$ cat config.mk
export PLATFORM = sky130hd
export DESIGN_NAME = sap_app_core_flat
export DESIGN_NICKNAME = d
export VERILOG_FILES = /design/src/rtl/sap_pkg.sv /design/src/rtl/sap_link_if.sv /design/src/rtl/sap_sync.sv /design/src/rtl/sap_app_core.sv /design/src/flat_wrapper.sv
export SDC_FILE = /design/constraint.sdc
export NUM_CORES = 1
export LEC_CHECK = 0
export BUFFER_PORTS_ARGS = -buffer_cell sky130_fd_sc_hd__buf_2
export CAP_MARGIN = 20
export CORE_MARGIN = 2
export CORE_UTILIZATION = 30
export CTS_BUF_LIST = sky130_fd_sc_hd__clkbuf_2 sky130_fd_sc_hd__clkbuf_4 sky130_fd_sc_hd__clkbuf_8
export DETAILED_ROUTE_END_ITERATION = 8
export GPL_TIMING_DRIVEN = 1
export PLACE_DENSITY = 0.71
export SYNTH_ARGS = -nofsm -noshare
export SYNTH_HDL_FRONTEND = slang
export SYNTH_SLANG_ARGS = --single-unit
$ cat constraint.sdc
create_clock -name i_sys_clk -period 1.8 [get_ports i_sys_clk]
set_input_delay 0.09 -clock i_sys_clk [delete_from_list [all_inputs] [get_ports i_sys_clk]]
set_output_delay 0.09 -clock i_sys_clk [all_outputs]
set_load 0.1 [all_outputs]
$ cat src/rtl/sap_pkg.sv
// shared constants and types for secure core start-up logic
package sap_pkg;
    // exception encoding
    localparam logic [7:0] SAP_VEC_SECFAULT = 8'h1e;
    localparam logic [7:0] SAP_VEC_DBLFAULT = 8'h08;
    localparam logic [31:0] SAP_ERR_INIT_REDIR = 32'h0000_0001;
    localparam logic [31:0] SAP_ERR_DBLFAULT = 32'h0000_0000;
    // start address forming
    localparam int SAP_VEC_W = 8;
    localparam int SAP_ADDR_W = 20;
    localparam logic [11:0] SAP_PAGE_OFS = 12'h000;
    // delay before the secure-init instruction, in core cycles
    localparam int SAP_SINIT_DELAY_CYC = 1000;
    // reset values
    localparam logic SAP_GATE_RST = 1'b1;
    localparam logic SAP_FLAG_RST = 1'b0;
    // apb register byte offsets
    localparam logic [7:0] SAP_OFS_CTRL = 8'h00;
    localparam logic [7:0] SAP_OFS_VECT = 8'h04;
    localparam logic [7:0] SAP_OFS_STAT = 8'h08;
    localparam logic [7:0] SAP_OFS_ISTAT = 8'h0c;
    localparam logic [7:0] SAP_OFS_IMASK = 8'h10;
    // ctrl bits (write one to start or abort)
    localparam int SAP_CTRL_SINIT = 0;
    localparam int SAP_CTRL_STARTUP = 1;
    localparam int SAP_CTRL_ABORT = 2;
    // event bits
    localparam int SAP_EV_W = 3;
    localparam int SAP_EV_SINIT_DONE = 0;
    localparam int SAP_EV_STARTUP_SENT = 1;
    localparam int SAP_EV_ABORTED = 2;

    typedef enum logic {
        SAP_APP_RUN,
        SAP_APP_HALT
    } sap_app_st_e;

    typedef enum logic [2:0] {
        SAP_BOOT_IDLE,
        SAP_BOOT_SEND_INIT,
        SAP_BOOT_WAIT_BUSY,
        SAP_BOOT_DELAY,
        SAP_BOOT_SECURE
    } sap_boot_st_e;
endpackage : sap_pkg

$ cat src/rtl/sap_link_if.sv
// link between the bootstrap core and one application core
`timescale 1ns/1ps
interface sap_link_if;
    logic init_ipi;
    logic startup_ipi;
    logic [7:0] startup_vec;
    logic secure_init;
    logic init_accept;
    logic in_init_state;

    modport boot (
        output init_ipi,
        output startup_ipi,
        output startup_vec,
        output secure_init,
        input init_accept,
        input in_init_state
    );
    modport app (
        input init_ipi,
        input startup_ipi,
        input startup_vec,
        input secure_init,
        output init_accept,
        output in_init_state
    );
endinterface : sap_link_if

$ cat src/rtl/sap_sync.sv
// two-flop synchroniser for asynchronous pin inputs
`timescale 1ns/1ps
module sap_sync #(
    parameter int WIDTH = 1
) (
    // clock and reset
    input wire logic i_sys_clk,
    input wire logic i_rst_n,
    // data
    input wire logic [WIDTH-1:0] i_async,
    output logic [WIDTH-1:0] o_sync
);
    logic [WIDTH-1:0] meta_ff;
    logic [WIDTH-1:0] sync_ff;

    always_ff @(posedge i_sys_clk or negedge i_rst_n) begin
        if (!i_rst_n) begin
            meta_ff <= '0;
            sync_ff <= '0;
        end else begin
            meta_ff <= i_async;
            sync_ff <= meta_ff;
        end
    end

    assign o_sync = sync_ff;
endmodule : sap_sync

$ cat src/rtl/sap_app_core.sv
// application core start-up, interrupt holding and init redirect
`timescale 1ns/1ps
module sap_app_core
    import sap_pkg::*;
(
    // clock and reset
    input wire logic i_sys_clk,
    input wire logic i_rst_n,
    // link to bootstrap core
    sap_link_if.app lnk,
    // asynchronous pins
    input wire logic i_dev_irq,
    input wire logic i_smi,
    input wire logic i_nmi,
    input wire logic i_ext_init,
    // core-side controls
    input wire logic i_interrupt_flag,
    input wire logic i_gate_open,
    input wire logic i_gate_close,
    input wire logic i_vcr_clear,
    input wire logic i_dbg_clear,
    input wire logic i_contrib_busy,
    input wire logic i_irq_taken,
    // snoop port
    input wire logic i_snoop_req,
    output logic o_snoop_ack,
    // control register flags
    output logic o_global_interrupt_gate,
    output logic o_debug_disable_flag,
    output logic o_init_redirect,
    output logic o_addr_bit20_mask_disable,
    // start of execution
    output logic o_halted,
    output logic o_fetch_start,
    output logic [SAP_ADDR_W-1:0] o_fetch_addr,
    output logic o_real_mode,
    output logic o_core_reinit,
    // interrupt delivery
    output logic o_irq_deliver,
    output logic o_smi_deliver,
    output logic o_nmi_deliver,
    // exception delivery
    output logic o_exc_valid,
    output logic [7:0] o_exc_vector,
    output logic [31:0] o_exc_err,
    output logic o_exc_contrib
);
    sap_app_st_e state_ff, nxt_state;
    logic [3:0] pins_sync;
    logic [2:0] edge_prev_ff;
    logic gate_ff, dbg_ff, rinit_ff, a20_ff;
    logic nxt_gate, nxt_dbg, nxt_rinit, nxt_a20;
    logic irq_pend_ff, smi_pend_ff, nmi_pend_ff, init_pend_ff;
    logic snoop_ff, fetch_ff, real_ff, reinit_ff, accept_ff;
    logic [SAP_ADDR_W-1:0] addr_ff;
    logic irq_del_ff, smi_del_ff, nmi_del_ff;
    logic exc_ff, contrib_ff;
    logic [7:0] exc_vec_ff;
    logic [31:0] exc_err_ff;

    sap_sync #(.WIDTH(4)) u_pin_sync (
        .i_sys_clk(i_sys_clk),
        .i_rst_n(i_rst_n),
        .i_async({i_ext_init, i_nmi, i_smi, i_dev_irq}),
        .o_sync(pins_sync)
    );

    // edges of smi, nmi and external init
    wire smi_rise = pins_sync[1] & ~edge_prev_ff[0];
    wire nmi_rise = pins_sync[2] & ~edge_prev_ff[1];
    wire init_rise = pins_sync[3] & ~edge_prev_ff[2];
    wire halted = (state_ff == SAP_APP_HALT);
    // no interrupt or init request is serviced while halted or while the gate is closed
    wire serve_ok = gate_ff & ~halted;
    wire init_ipi_go = lnk.init_ipi & ~halted & gate_ff;
    wire startup_go = lnk.startup_ipi & halted;
    wire secure_go = startup_go & lnk.secure_init;
    wire smi_pend_now = smi_pend_ff | smi_rise;
    wire nmi_pend_now = nmi_pend_ff | nmi_rise;
    wire init_pend_now = init_pend_ff | init_rise;
    // priority among held requests: init, smi, nmi
    wire init_fire = serve_ok & init_pend_now;
    wire smi_fire = serve_ok & smi_pend_now & ~init_pend_now;
    wire nmi_fire = serve_ok & nmi_pend_now & ~init_pend_now
        & ~smi_pend_now;
    wire irq_fire = serve_ok & i_interrupt_flag & irq_pend_ff
        & ~irq_del_ff;
    wire init_to_fault = init_fire & rinit_ff;
    wire init_to_reset = init_fire & ~rinit_ff;

    always_comb begin
        nxt_state = state_ff;
        unique case (state_ff)
            SAP_APP_RUN: begin
                if (init_ipi_go) begin
                    nxt_state = SAP_APP_HALT;
                end
            end
            SAP_APP_HALT: begin
                if (startup_go) begin
                    nxt_state = SAP_APP_RUN;
                end
            end
        endcase
    end

    // startup flag setting wins over software clears
    always_comb begin
        nxt_gate = gate_ff;
        nxt_dbg = dbg_ff & ~(i_dbg_clear | i_vcr_clear);
        nxt_rinit = rinit_ff & ~i_vcr_clear;
        nxt_a20 = a20_ff & ~i_vcr_clear;
        if (i_gate_open) begin
            nxt_gate = 1'b1;
        end
        if (i_gate_close) begin
            nxt_gate = 1'b0;
        end
        if (secure_go) begin
            nxt_gate = 1'b0;
            nxt_dbg = 1'b1;
            nxt_rinit = 1'b1;
            nxt_a20 = 1'b1;
        end
    end

    always_ff @(posedge i_sys_clk or negedge i_rst_n) begin
        if (!i_rst_n) begin
            state_ff <= SAP_APP_RUN;
            edge_prev_ff <= '0;
            gate_ff <= SAP_GATE_RST;
            dbg_ff <= SAP_FLAG_RST;
            rinit_ff <= SAP_FLAG_RST;
            a20_ff <= SAP_FLAG_RST;
        end else begin
            state_ff <= nxt_state;
            edge_prev_ff <= pins_sync[3:1];
            gate_ff <= nxt_gate;
            dbg_ff <= nxt_dbg;
            rinit_ff <= nxt_rinit;
            a20_ff <= nxt_a20;
        end
    end

    // an smi, nmi or init fire eats one request; a second edge then stays held; irq stays pending until taken
    always_ff @(posedge i_sys_clk or negedge i_rst_n) begin
        if (!i_rst_n) begin
            irq_pend_ff <= 1'b0;
            smi_pend_ff <= 1'b0;
            nmi_pend_ff <= 1'b0;
            init_pend_ff <= 1'b0;
        end else begin
            irq_pend_ff <= pins_sync[0] | (irq_pend_ff & ~i_irq_taken);
            smi_pend_ff <= smi_fire ? smi_pend_ff & smi_rise : smi_pend_now;
            nmi_pend_ff <= nmi_fire ? nmi_pend_ff & nmi_rise : nmi_pend_now;
            init_pend_ff <= init_fire ? init_pend_ff & init_rise
                : init_pend_now;
        end
    end

    // snoops are answered in every state
    always_ff @(posedge i_sys_clk or negedge i_rst_n) begin
        if (!i_rst_n) begin
            snoop_ff <= 1'b0;
        end else begin
            snoop_ff <= i_snoop_req;
        end
    end

    // start of execution after a startup ipi
    always_ff @(posedge i_sys_clk or negedge i_rst_n) begin
        if (!i_rst_n) begin
            fetch_ff <= 1'b0;
            addr_ff <= '0;
            real_ff <= 1'b0;
            reinit_ff <= 1'b0;
            accept_ff <= 1'b0;
        end else begin
            fetch_ff <= startup_go;
            accept_ff <= init_ipi_go;
            reinit_ff <= init_to_reset;
            if (startup_go) begin
                addr_ff <= {lnk.startup_vec, SAP_PAGE_OFS};
                real_ff <= 1'b1;
            end else if (init_ipi_go) begin
                real_ff <= 1'b0;
            end
        end
    end

    // interrupt and exception delivery
    always_ff @(posedge i_sys_clk or negedge i_rst_n) begin
        if (!i_rst_n) begin
            irq_del_ff <= 1'b0;
            smi_del_ff <= 1'b0;
            nmi_del_ff <= 1'b0;
            exc_ff <= 1'b0;
            exc_vec_ff <= '0;
            exc_err_ff <= '0;
            contrib_ff <= 1'b0;
        end else begin
            irq_del_ff <= irq_fire | (irq_del_ff & ~i_irq_taken);
            smi_del_ff <= smi_fire;
            nmi_del_ff <= nmi_fire;
            exc_ff <= init_to_fault;
            if (init_to_fault) begin
                contrib_ff <= 1'b1;
                // a second contributory fault escalates
                if (i_contrib_busy) begin
                    exc_vec_ff <= SAP_VEC_DBLFAULT;
                    exc_err_ff <= SAP_ERR_DBLFAULT;
                end else begin
                    exc_vec_ff <= SAP_VEC_SECFAULT;
                    exc_err_ff <= SAP_ERR_INIT_REDIR;
                end
            end
        end
    end

    assign lnk.init_accept = accept_ff;
    assign lnk.in_init_state = state_ff == SAP_APP_HALT;
    assign o_snoop_ack = snoop_ff;
    assign o_global_interrupt_gate = gate_ff;
    assign o_debug_disable_flag = dbg_ff;
    assign o_init_redirect = rinit_ff;
    assign o_addr_bit20_mask_disable = a20_ff;
    assign o_halted = state_ff == SAP_APP_HALT;
    assign o_fetch_start = fetch_ff;
    assign o_fetch_addr = addr_ff;
    assign o_real_mode = real_ff;
    assign o_core_reinit = reinit_ff;
    assign o_irq_deliver = irq_del_ff;
    assign o_smi_deliver = smi_del_ff;
    assign o_nmi_deliver = nmi_del_ff;
    assign o_exc_valid = exc_ff;
    assign o_exc_vector = exc_vec_ff;
    assign o_exc_err = exc_err_ff;
    assign o_exc_contrib = contrib_ff;
endmodule : sap_app_core

$ cat src/flat_wrapper.sv
// flat-port wrapper written by rule: the top's interface ports become plain ports
module sap_app_core_flat import sap_pkg::*;
  (i_sys_clk, i_rst_n, i_dev_irq, i_smi, i_nmi, i_ext_init, i_interrupt_flag, i_gate_open, i_gate_close, i_vcr_clear, i_dbg_clear, i_contrib_busy, i_irq_taken, i_snoop_req, o_snoop_ack, o_global_interrupt_gate, o_debug_disable_flag, o_init_redirect, o_addr_bit20_mask_disable, o_halted, o_fetch_start, o_fetch_addr, o_real_mode, o_core_reinit, o_irq_deliver, o_smi_deliver, o_nmi_deliver, o_exc_valid, o_exc_vector, o_exc_err, o_exc_contrib, lnk_init_ipi, lnk_startup_ipi, lnk_startup_vec, lnk_secure_init, lnk_init_accept, lnk_in_init_state);
  sap_link_if lnk_i ();
  input wire logic i_sys_clk;
  input wire logic i_rst_n;
  input wire logic i_dev_irq;
  input wire logic i_smi;
  input wire logic i_nmi;
  input wire logic i_ext_init;
  input wire logic i_interrupt_flag;
  input wire logic i_gate_open;
  input wire logic i_gate_close;
  input wire logic i_vcr_clear;
  input wire logic i_dbg_clear;
  input wire logic i_contrib_busy;
  input wire logic i_irq_taken;
  input wire logic i_snoop_req;
  output logic o_snoop_ack;
  output logic o_global_interrupt_gate;
  output logic o_debug_disable_flag;
  output logic o_init_redirect;
  output logic o_addr_bit20_mask_disable;
  output logic o_halted;
  output logic o_fetch_start;
  output logic [SAP_ADDR_W-1:0] o_fetch_addr;
  output logic o_real_mode;
  output logic o_core_reinit;
  output logic o_irq_deliver;
  output logic o_smi_deliver;
  output logic o_nmi_deliver;
  output logic o_exc_valid;
  output logic [7:0] o_exc_vector;
  output logic [31:0] o_exc_err;
  output logic o_exc_contrib;
  input wire logic [$bits(lnk_i.init_ipi)-1:0] lnk_init_ipi;
  input wire logic [$bits(lnk_i.startup_ipi)-1:0] lnk_startup_ipi;
  input wire logic [$bits(lnk_i.startup_vec)-1:0] lnk_startup_vec;
  input wire logic [$bits(lnk_i.secure_init)-1:0] lnk_secure_init;
  output wire logic [$bits(lnk_i.init_accept)-1:0] lnk_init_accept;
  output wire logic [$bits(lnk_i.in_init_state)-1:0] lnk_in_init_state;
  assign lnk_i.init_ipi = lnk_init_ipi;
  assign lnk_i.startup_ipi = lnk_startup_ipi;
  assign lnk_i.startup_vec = lnk_startup_vec;
  assign lnk_i.secure_init = lnk_secure_init;
  assign lnk_init_accept = lnk_i.init_accept;
  assign lnk_in_init_state = lnk_i.in_init_state;
  sap_app_core u_core (.i_sys_clk(i_sys_clk), .i_rst_n(i_rst_n), .lnk(lnk_i), .i_dev_irq(i_dev_irq), .i_smi(i_smi), .i_nmi(i_nmi), .i_ext_init(i_ext_init), .i_interrupt_flag(i_interrupt_flag), .i_gate_open(i_gate_open), .i_gate_close(i_gate_close), .i_vcr_clear(i_vcr_clear), .i_dbg_clear(i_dbg_clear), .i_contrib_busy(i_contrib_busy), .i_irq_taken(i_irq_taken), .i_snoop_req(i_snoop_req), .o_snoop_ack(o_snoop_ack), .o_global_interrupt_gate(o_global_interrupt_gate), .o_debug_disable_flag(o_debug_disable_flag), .o_init_redirect(o_init_redirect), .o_addr_bit20_mask_disable(o_addr_bit20_mask_disable), .o_halted(o_halted), .o_fetch_start(o_fetch_start), .o_fetch_addr(o_fetch_addr), .o_real_mode(o_real_mode), .o_core_reinit(o_core_reinit), .o_irq_deliver(o_irq_deliver), .o_smi_deliver(o_smi_deliver), .o_nmi_deliver(o_nmi_deliver), .o_exc_valid(o_exc_valid), .o_exc_vector(o_exc_vector), .o_exc_err(o_exc_err), .o_exc_contrib(o_exc_contrib));
endmodule
==> results.py, run 1 <==
metrics = {
    "timing": {
        "holdWs_ps": 32.1,
        "fin_setup_tns_ps": 0,
        "clock_skew_ps": 4.76,
        "setup_slack_ps": 175,
        "drv_slew": 0,
        "fin_crit_ps": 1630,
        "finalHoldViolCount": 0,
        "fmaxAchievable_ghz": 0.615,
        "grt_setup_unrepaired": "no",
        "setup_viol": 0,
        "period_share": 0.903,
    },
    "status": {
        "outcome": "complete, no violations",
    },
    "cells_and_area": {
        "nNetsFinal": 235,
        "area_delta_synth_final_pct": 20.3,
        "final_cell_area_um2": 2070,
        "drive_gt1_frac": 0.355,
        "final_util": 0.376,
        "stdcell_count": 283,
        "n_antenna_cell": 0,
        "fillCellCount": 548,
    },
    "placed_design": {
        "placed_area_um2": 1860,
        "place_inst": 264,
        "io_buffers": 53,
        "dp_hpwl_um": 2040,
        "post-place-ws_ps": 487,
        "place_congestion": 0.707,
    },
    "synth": {
        "syn_inst": 144,
        "synth_warnings": 0,
        "syn_area_per_cell_um2": 11.9,
        "post-synth-top-area-cell": "dfrtp_1",
        "synth_top_area_frac": 0.553,
        "synth.yosys.seq_area_share": 0.568,
        "synth.ff_latch_count": 39,
        "ys_types": 21,
        "synth_area_leaders": "dfrtp_1 55%, buf_4 23%, mux2_2 5.2%",
        "syn_area_um2": 1720,
    },
    "clock_network": {
        "cts_buffers": 5,
        "clockBufferDepth": 2,
        "clk_latency_ps": 290,
        "cts-root-buf": "clkbuf_8",
        "cts_tree": "done",
        "clk_pin_slew_ps": 70,
        "cts.sinks": 39,
        "cts_setup_buffers": 0,
        "h-tree-depth": 2,
    },
    "critical_path": {
        "cp_max_fo": 9,
        "r2r-end": "u_core.o_global_interrupt_gate",
        "startpoint_type": "flop",
        "worstSetupPathType": "flop to flop",
        "worstPathRequired_ps": 2030,
        "end_kind": "flop",
        "critPathArrivalTime_ps": 1860,
        "reg2reg_depth": 4,
        "reg2reg_slack_ps": 170,
        "worstReg2RegStart": "u_core.lnk.in_init_state",
    },
    "floorplanning": {
        "die_w_um": 79.7,
        "ios": 101,
        "die-area_um2": 6350,
        "coreArea_um2": 5510,
        "std_cell_rows": 27,
        "initial_core_util": 0.312,
        "die_y_um": 79.7,
    },
    "drt": {
        "drt-vias-per-instance": 3.61,
        "first_pass_iters": 3,
        "wl_um": 2740,
        "detail-route-antenna-nets": 0,
        "vias": 1023,
        "drt_drc_violations_left": 0,
        "wl_per_cell_um": 9.69,
        "drtIter0Drc": 25,
    },
    "power_and_ir_drop": {
        "p_sw_mw": 2.03,
        "peakVddDrop_v": 0.000963,
        "combPwrFrac": 0.530,
        "seq_power_share": 0.305,
        "switching_share": 0.573,
        "power_density_nw_per_um2": 1710,
        "p_leak_nw": 1.12,
        "fin_total_pwr_mw": 3.54,
        "internal-power_mw": 1.51,
        "p_clk_frac": 0.165,
    },
    "min_path": {
        "hold_end": "u_core.o_fetch_addr[16]",
        "hold_start": "lnk_startup_vec[4]",
        "hp-class": "primary input to flop",
        "min_path_cells": 2,
    },
    "global_routing": {
        "antenna_found_initial": 0,
        "grt_pass1_wl_um": 4330,
        "grt_overflow": 0,
        "grt_max_degree": 28,
        "track_usage": 0.0917,
        "grt_pass1_vias": 915,
    },
    "flow_run": {
        "maxCapViolations": 0,
    },
}
## sequential cells by signal, summed over array words and instances, names as in the netlist, 2 cells and up
register,flops
u_core.u_pin_sync.meta_ff,4
u_core.o_exc_vector,2
u_core.u_pin_sync.o_sync,4
u_core.o_fetch_addr,8
u_core.edge_prev_ff,3
## cells in the mapped netlist, drive strengths merged
| library cell | instances |
|---|---|
| mux2 | 8 |
| mux2i | 2 |
| maj3 | 3 |
| nand3 | 3 |
| a211oi | 2 |
| o211ai | 1 |
| buf | 52 |
| nand4bb | 1 |
| dfstp | 1 |
| inv | 10 |
| nor2 | 7 |
| nand2 | 4 |
| nor2b | 4 |
| o21ai | 3 |
| conb | 1 |
| dfrtp | 38 |
| a21o | 2 |
| nand2b | 2 |
## metal layers
metal	up-vias	part of all wire	wire length, um	track usage
li1	487	-	-	-
met1	469	0.42	1150	0.116
met2	61	0.46	1260	0.131
met3	6	0.10	285	0.0351
met4	0	0.016	43	0.0569
met5	-	0	0	0
## power groups by stage
stage	Clock, mW	Sequential (mW)	Combinational (mW)
after floorplan	0	1.87	0.995
after global placement	0	1.09	1.85
after detailed placement	0	1.10	1.86
after CTS	0.612	1.08	1.88
after global routing	0.647	1.10	1.93
final	0.584	1.08	1.88
## layout make-up
| class | instances | area, um2 | share of cell area |
|---|---|---|---|
| clock buffers | 6 | 76.3 | 0.0369 |
| inverters | 10 | 37.5 | 0.0181 |
| repair buffers | 65 | 383 | 0.185 |
| well taps | 72 | 90.1 | 0.0436 |
| flip-flops and latches | 39 | 977 | 0.472 |
| multi-input cells | 89 | 492 | 0.238 |
| clock inverters | 2 | 12.5 | 0.00605 |
## timing repair
item | CTS | global route
endpoints found under the hold margin | 21 | 0
resized for setup | 0 | 1
endpoints found under the setup margin | 0 | 1
hold buffers | 11 | 0
## worst max-delay path by stage
| stage | startpoint | to | slack [ps] |
|---|---|---|---|
| 6_report | u_core.lnk.in_init_state | u_core.o_global_interrupt_gate | 170 |
| 5_1_grt | u_core.lnk.in_init_state | u_core.o_global_interrupt_gate | 0.8 |
| 4_1_cts | u_core.lnk.in_init_state | u_core.o_global_interrupt_gate | 80 |
| 3_5_place_dp | u_core.o_global_interrupt_gate | u_core.nmi_pend_ff | 490 |
| 3_3_place_gp | u_core.o_global_interrupt_gate | u_core.nmi_pend_ff | 530 |
| 2_1_floorplan | u_core.lnk.in_init_state | u_core.o_fetch_addr[12] | 50 |
## placed cells by master, fill, tap and decap left out
cell type / Yosys / final
clkbuf_8: 0 / 5
dfrtp_1: 38 / 38
clkbuf_4: 0 / 1
conb_1: 1 / 47
clkinvlp_4: 0 / 1
buf_4: 52 / 1
nand3_1: 3 / 3
mux2i_1: 2 / 2
o211ai_1: 1 / 1
clkinv_2: 0 / 1
nand2b_1: 2 / 2
a21o_1: 2 / 2
inv_1: 10 / 10
o21ai_0: 3 / 3
buf_2: 0 / 53
maj3_2: 2 / 2
nor2b_4: 1 / 1
dfstp_2: 1 / 1
dlygate4sd3_1: 0 / 11
nand2_4: 0 / 1
nand2_1: 3 / 3
nor2b_1: 3 / 3
maj3_1: 1 / 1
nor2_1: 7 / 7
a211oi_1: 2 / 2
mux2_2: 8 / 8
nand4bb_1: 1 / 1
## worst max-delay path, cell delays in order, from the launching register on
cell and delay (ps):
dfrtp_1 480, nand2_4 180, inv_1 100, a211oi_1 230, dlygate4sd3_1 580
## cell families (layout without fill, tap and decap cells)
logic type      after synthesis  count (layout)  share of synthesized area
simple gates                 21              21                     0.0670
mux                          10              10                     0.0640
other cells                   1              47                    0.00218
fa+ha+maj                     3               3                     0.0189
compound gates                8               8                     0.0306
buf+inv                      62              83                      0.249
flops                        39              39                      0.568
(Power assumes the default switching activity.)
==> run 2, diff against run 1 <==
CORE_UTILIZATION = 45   (was 30)
PLACE_DENSITY = 0.94   (was 0.71)
==> results.py, run 2 (synthesized netlist as in run 1, its figures left out) <==
metrics = {
    "timing": {
        "holdWs_ps": 17.1,
        "setup_viol": 0,
        "fmaxAchievable_ghz": 0.605,
        "finalHoldViolCount": 0,
        "drv_slew": 0,
        "fin_setup_tns_ps": 0,
        "period_share": 0.919,
        "clock_skew_ps": 7.90,
        "fin_crit_ps": 1650,
        "grt_setup_unrepaired": "no",
    },
    "placed_design": {
        "io_buffers": 53,
        "place_congestion": 0.699,
        "place_inst": 241,
        "dp_hpwl_um": 2170,
    },
    "clock_network": {
        "cts_buffers": 5,
        "clk_pin_slew_ps": 80,
        "h-tree-depth": 2,
        "clockBufferDepth": 2,
        "cts.sinks": 39,
        "cts_tree": "done",
        "cts-root-buf": "clkbuf_8",
        "clk_latency_ps": 300,
        "cts_setup_buffers": 0,
    },
    "global_routing": {
        "track_usage": 0.140,
        "antenna_found_initial": 0,
        "grt_pass1_vias": 897,
        "grt_pass1_wl_um": 4240,
        "grt_max_degree": 21,
        "grt_overflow": 0,
    },
    "critical_path": {
        "cp_slowest_stage_delay_ps": 590,
        "critPathArrivalTime_ps": 1890,
        "worstSetupPathType": "flop to flop",
        "worstPathRequired_ps": 2040,
        "path_cells": "nand2_2, inv_1, a211oi_1, dlygate4sd3_1",
        "slowest_stage": "dlygate4sd3_1",
        "cp_max_fo": 9,
        "end_kind": "flop",
        "startpoint_type": "flop",
    },
    "cells_and_area": {
        "regArea_um2": 977,
        "n_antenna_cell": 0,
        "drive_gt1_frac": 0.358,
        "multi_input_area_um2": 487,
        "layout_common_cells": "53 x buf_2, 47 x conb_1, 38 x dfrtp_1",
        "final_common_cell": "buf_2",
        "nNetsFinal": 236,
        "area_delta_synth_final_pct": 21.5,
        "stdcell_count": 260,
        "largest_reg_flops": 8,
        "fillCellCount": 323,
    },
    "floorplanning": {
        "die-area_um2": 4330,
        "die_w_um": 65.8,
        "ios": 101,
        "std_cell_rows": 22,
        "coreArea_um2": 3660,
        "initial_core_util": 0.470,
        "die_y_um": 65.8,
    },
    "power_and_ir_drop": {
        "peakVddDrop_v": 0.000853,
        "power_density_nw_per_um2": 1830,
        "fin_total_pwr_mw": 3.83,
        "p_leak_nw": 1.15,
    },
    "status": {
        "outcome": "complete, no violations",
    },
    "drt": {
        "vias": 1043,
        "drt_drc_violations_left": 0,
        "detail-route-antenna-nets": 0,
        "wl_um": 2820,
        "drtIter0Drc": 58,
        "wl_per_cell_um": 10.8,
        "first_pass_iters": 4,
        "drt-vias-per-instance": 4.01,
    },
    "flow_run": {
        "maxCapViolations": 0,
    },
    "min_path": {
        "hp-class": "primary input to flop",
    },
}
-- run 2: cell count changes in the layout (fill, tap and decap cells not counted), sizes merged --
cell,previous run,this run
buf,54,55
bufinv,0,2
clkinv,1,0
clkinvlp,1,0
-- run 2: area by class of cell --
type	instances	area share
Clock buffer	6	0.0365
Clock inverter	2	0.0288
Inverter	10	0.0180
Multi-Input combinational cell	89	0.233
Sequential cell	39	0.468
Tap cell	48	0.0288
Timing Repair Buffer	66	0.187
-- run 2: power by group --
part,switching (mW),internal (mW),leakage (nW)
Sequential,0.0772,1.01,0.470
Combinational,1.66,0.220,0.607
Clock,0.297,0.569,0.0688
Total,2.03,1.80,1.15
-- run 2: repair_timing --
| item | 4_1_cts | 5_1_grt |
|---|---|---|
| resized for setup | 0 | 0 |
| hold buffers | 11 | 0 |
| endpoints found under the hold margin | 26 | 0 |
-- run 2: path summary, 6_finish.rpt --
kind                                                  end  depth (start not counted)  slack [ps]                    startpoint
max in group asynchronous         u_core.o_fetch_addr[12]                          3        1040                       i_rst_n
min in group asynchronous            u_core.o_nmi_deliver                          2         250                       i_rst_n
setup reg to reg           u_core.o_global_interrupt_gate                          4         150      u_core.lnk.in_init_state
hold reg to reg               u_core.u_pin_sync.o_sync[2]                          0         340  u_core.u_pin_sync.meta_ff[2]
hold / removal                     u_core.o_init_redirect                          2          20                   i_vcr_clear
setup / recovery           u_core.o_global_interrupt_gate                          4         150      u_core.lnk.in_init_state
-- run 2: metal layers --
layer,part of all wire,routed length [um],GRT usage
met4,0.034,95,0.109
met3,0.096,271,0.0443
met2,0.50,1410,0.217
met5,0,0,0
met1,0.37,1040,0.160
-- run 2: critical path: cells and delay by family, from the launching register on --
| family | cells | cell delay (ps) |
|---|---|---|
| flip-flops | 1 | 460 |
| buffers and inverters | 2 | 690 |
| AO/OA/AOI/OAI | 1 | 230 |
| AND/OR/NAND/NOR | 1 | 210 |
-- run 2: metrics by stage --
step	util	cell area [um2]	setup WS [ps]
floorplan	-	1890	50.2
detailed placement	0.503	1840	459
finish	0.570	2090	146
global placement	0.503	1840	533
global route	0.570	2090	55.6
CTS	0.570	2090	143
==> run 3, diff against run 2 <==
ABC_AREA = 1   (was unset)
CORE_ASPECT_RATIO = 0.5   (was unset)
==> results.py, run 3 <==
metrics = {
    "cells_and_area": {
        "largest_reg_flops": 8,
        "final_common_cell": "buf_2",
        "layout_common_cells": "53 x buf_2, 47 x conb_1, 38 x dfrtp_1",
        "n_antenna_cell": 0,
        "nNetsFinal": 261,
        "area_delta_synth_final_pct": 16.1,
        "drive_gt1_frac": 0.291,
    },
    "synth": {
        "ys_types": 22,
        "synth.yosys.seq_area_share": 0.560,
        "syn_inst": 174,
        "syn_area_um2": 1740,
        "synth.most_common_cell": "buf_4",
        "post-synth-top-area-cell": "dfrtp_1",
        "synthTopCellsByCount": "52 x buf_4, 38 x dfrtp_1, 36 x nand2_1",
        "synth_ff_type": "dfrtp_1",
        "synth_warnings": 0,
        "async_flop_share": 1.00,
        "syn_area_per_cell_um2": 10.0,
        "synth_edf_count": 0,
        "synth_top_area_frac": 0.545,
        "synth.ff_latch_count": 39,
        "synth_area_leaders": "dfrtp_1 55%, buf_4 22%, nand2_1 7.7%",
    },
    "floorplanning": {
        "die-area_um2": 4420,
        "die_w_um": 92.0,
        "std_cell_rows": 15,
        "die_y_um": 48.0,
        "initial_core_util": 0.489,
        "ios": 101,
        "coreArea_um2": 3570,
    },
    "critical_path": {
        "end_kind": "primary output",
        "startpoint_type": "flop",
        "cp_slowest_stage_delay_ps": 550,
        "worstSetupPathType": "flop to primary output",
        "cp_top_family": "flip-flops",
        "slowest_stage": "dfstp_2",
        "cp_max_fo": 3,
        "worstPathRequired_ps": 1710,
        "critPathArrivalTime_ps": 1260,
        "worst-path-buf-inv": 1,
        "path_cells": "buf_2",
    },
    "clock_network": {
        "clockBufferDepth": 2,
        "h-tree-depth": 2,
        "clk_pin_slew_ps": 70,
        "clk_latency_ps": 280,
        "cts_tree": "done",
        "cts_resized": 0,
        "cts-root-buf": "clkbuf_8",
        "cts.sinks": 39,
        "cts_setup_buffers": 0,
        "cts_buffers": 5,
        "holdBufCountCts": 8,
    },
    "placed_design": {
        "io_buffers": 53,
        "dp_hpwl_um": 2240,
        "place_congestion": 0.699,
    },
    "timing": {
        "fmaxAchievable_ghz": 0.739,
        "fin_crit_ps": 1350,
        "grt_setup_unrepaired": "no",
        "clock_skew_ps": 10.7,
        "drv_slew": 0,
        "worst_pin_slew_ps": 823,
        "slew_headroom": 0.451,
        "fin_setup_tns_ps": 0,
        "setup_viol": 0,
        "finalHoldViolCount": 0,
        "period_share": 0.751,
    },
    "global_routing": {
        "grt_pass1_vias": 998,
        "antenna_found_initial": 0,
        "grt_overflow": 0,
        "grt_max_degree": 40,
        "track_usage": 0.131,
        "grt_pass1_wl_um": 4370,
    },
    "power_and_ir_drop": {
        "seq_power_share": 0.303,
        "fin_total_pwr_mw": 3.57,
        "switching_share": 0.586,
        "internal-power_mw": 1.48,
        "combPwrFrac": 0.538,
        "power_density_nw_per_um2": 1770,
        "p_sw_mw": 2.09,
        "p_leak_nw": 1.18,
        "peakVddDrop_v": 0.000840,
        "p_clk_frac": 0.159,
    },
    "drt": {
        "vias": 1184,
        "drtIter0Drc": 97,
        "wl_um": 3110,
        "first_pass_iters": 4,
        "wl_per_cell_um": 10.8,
        "drt-vias-per-instance": 4.11,
        "detail-route-antenna-nets": 0,
        "drt_drc_violations_left": 0,
    },
    "min_path": {
        "hp-class": "primary input to flop",
    },
    "flow_run": {
        "maxCapViolations": 0,
    },
    "status": {
        "outcome": "complete, no violations",
    },
}
run 3: cell count changes in the layout (fill, tap and decap cells not counted), moves of 3 or more:
cell           delta
dlygate4sd3_1     -3
inv_1             +5
mux2_2            -8
nand2_1          +33
nor2b_1           -3
run 3: final timing paths:
check	start	end	slack (ps)	depth (start not counted)
max reg2reg	u_core.o_global_interrupt_gate	u_core.nmi_pend_ff	590	5
min reg2reg	u_core.u_pin_sync.meta_ff[0]	u_core.u_pin_sync.o_sync[0]	350	0
max in group asynchronous	i_rst_n	u_core.o_fetch_addr[16]	840	2
min	lnk_startup_vec[7]	u_core.o_fetch_addr[19]	9	3
max	u_core.o_global_interrupt_gate	o_global_interrupt_gate	450	1
min in group asynchronous	i_rst_n	u_core.u_pin_sync.o_sync[2]	440	2
run 3: cell type report:
cell class	instances	area, um2
Inverter	17	68.8
Multi-Input combinational cell	112	480
Fill cell	306	1540
Clock inverter	2	12.5
Tap cell	51	63.8
Clock buffer	6	76.3
Timing Repair Buffer	61	345
Sequential cell	39	977
run 3: kinds of logic (layout without fill, tap and decap cells):
kind of cell / count (synthesis) / after routing / share of synthesized area
buffers and inverters: 69 / 86 / 0.263
and+or+nand+nor: 54 / 54 / 0.138
DFF: 39 / 39 / 0.560
AOI/OAI and AO/OA: 11 / 11 / 0.0359
other: 1 / 47 / 0.00215
run 3: routing by layer:
metal,wire length (um),global-route usage,vias up,share of wire
met5,0,0,-,0
met4,34,0.0597,0,0.011
met3,245,0.0346,4,0.079
met2,1670,0.251,73,0.54
met1,1150,0.147,548,0.37
li1,-,-,559,-
run 3: worst min-delay path: cells and delay by family:
family | cells | cell delay (ps)
and+or+nand+nor | 2 | 80
buffers and inverters | 1 | 70
run 3: through the flow:
stage          worst slack, ps  cells  hold slack [ps]   util  area, um2
2_1_floorplan             77.8    220             -206      -       1920
3_3_place_gp               651    272              198  0.520       1860
3_5_place_dp               591    272              203  0.520       1860
4_1_cts                    444    288             1.75  0.568       2020
5_1_grt                    429    288             4.88  0.568       2020
6_report                   447    288             9.07  0.568       2020
run 3: power by group through the flow:
| stage | logic, mW | clock network [mW] | registers, mW |
|---|---|---|---|
| 6_report | 1.92 | 0.569 | 1.08 |
| 5_1_grt | 1.98 | 0.621 | 1.10 |
| 4_1_cts | 1.92 | 0.585 | 1.08 |
| 3_5_place_dp | 1.91 | 0 | 1.10 |
| 3_3_place_gp | 1.90 | 0 | 1.09 |
| 2_1_floorplan | 1.07 | 0 | 1.84 |
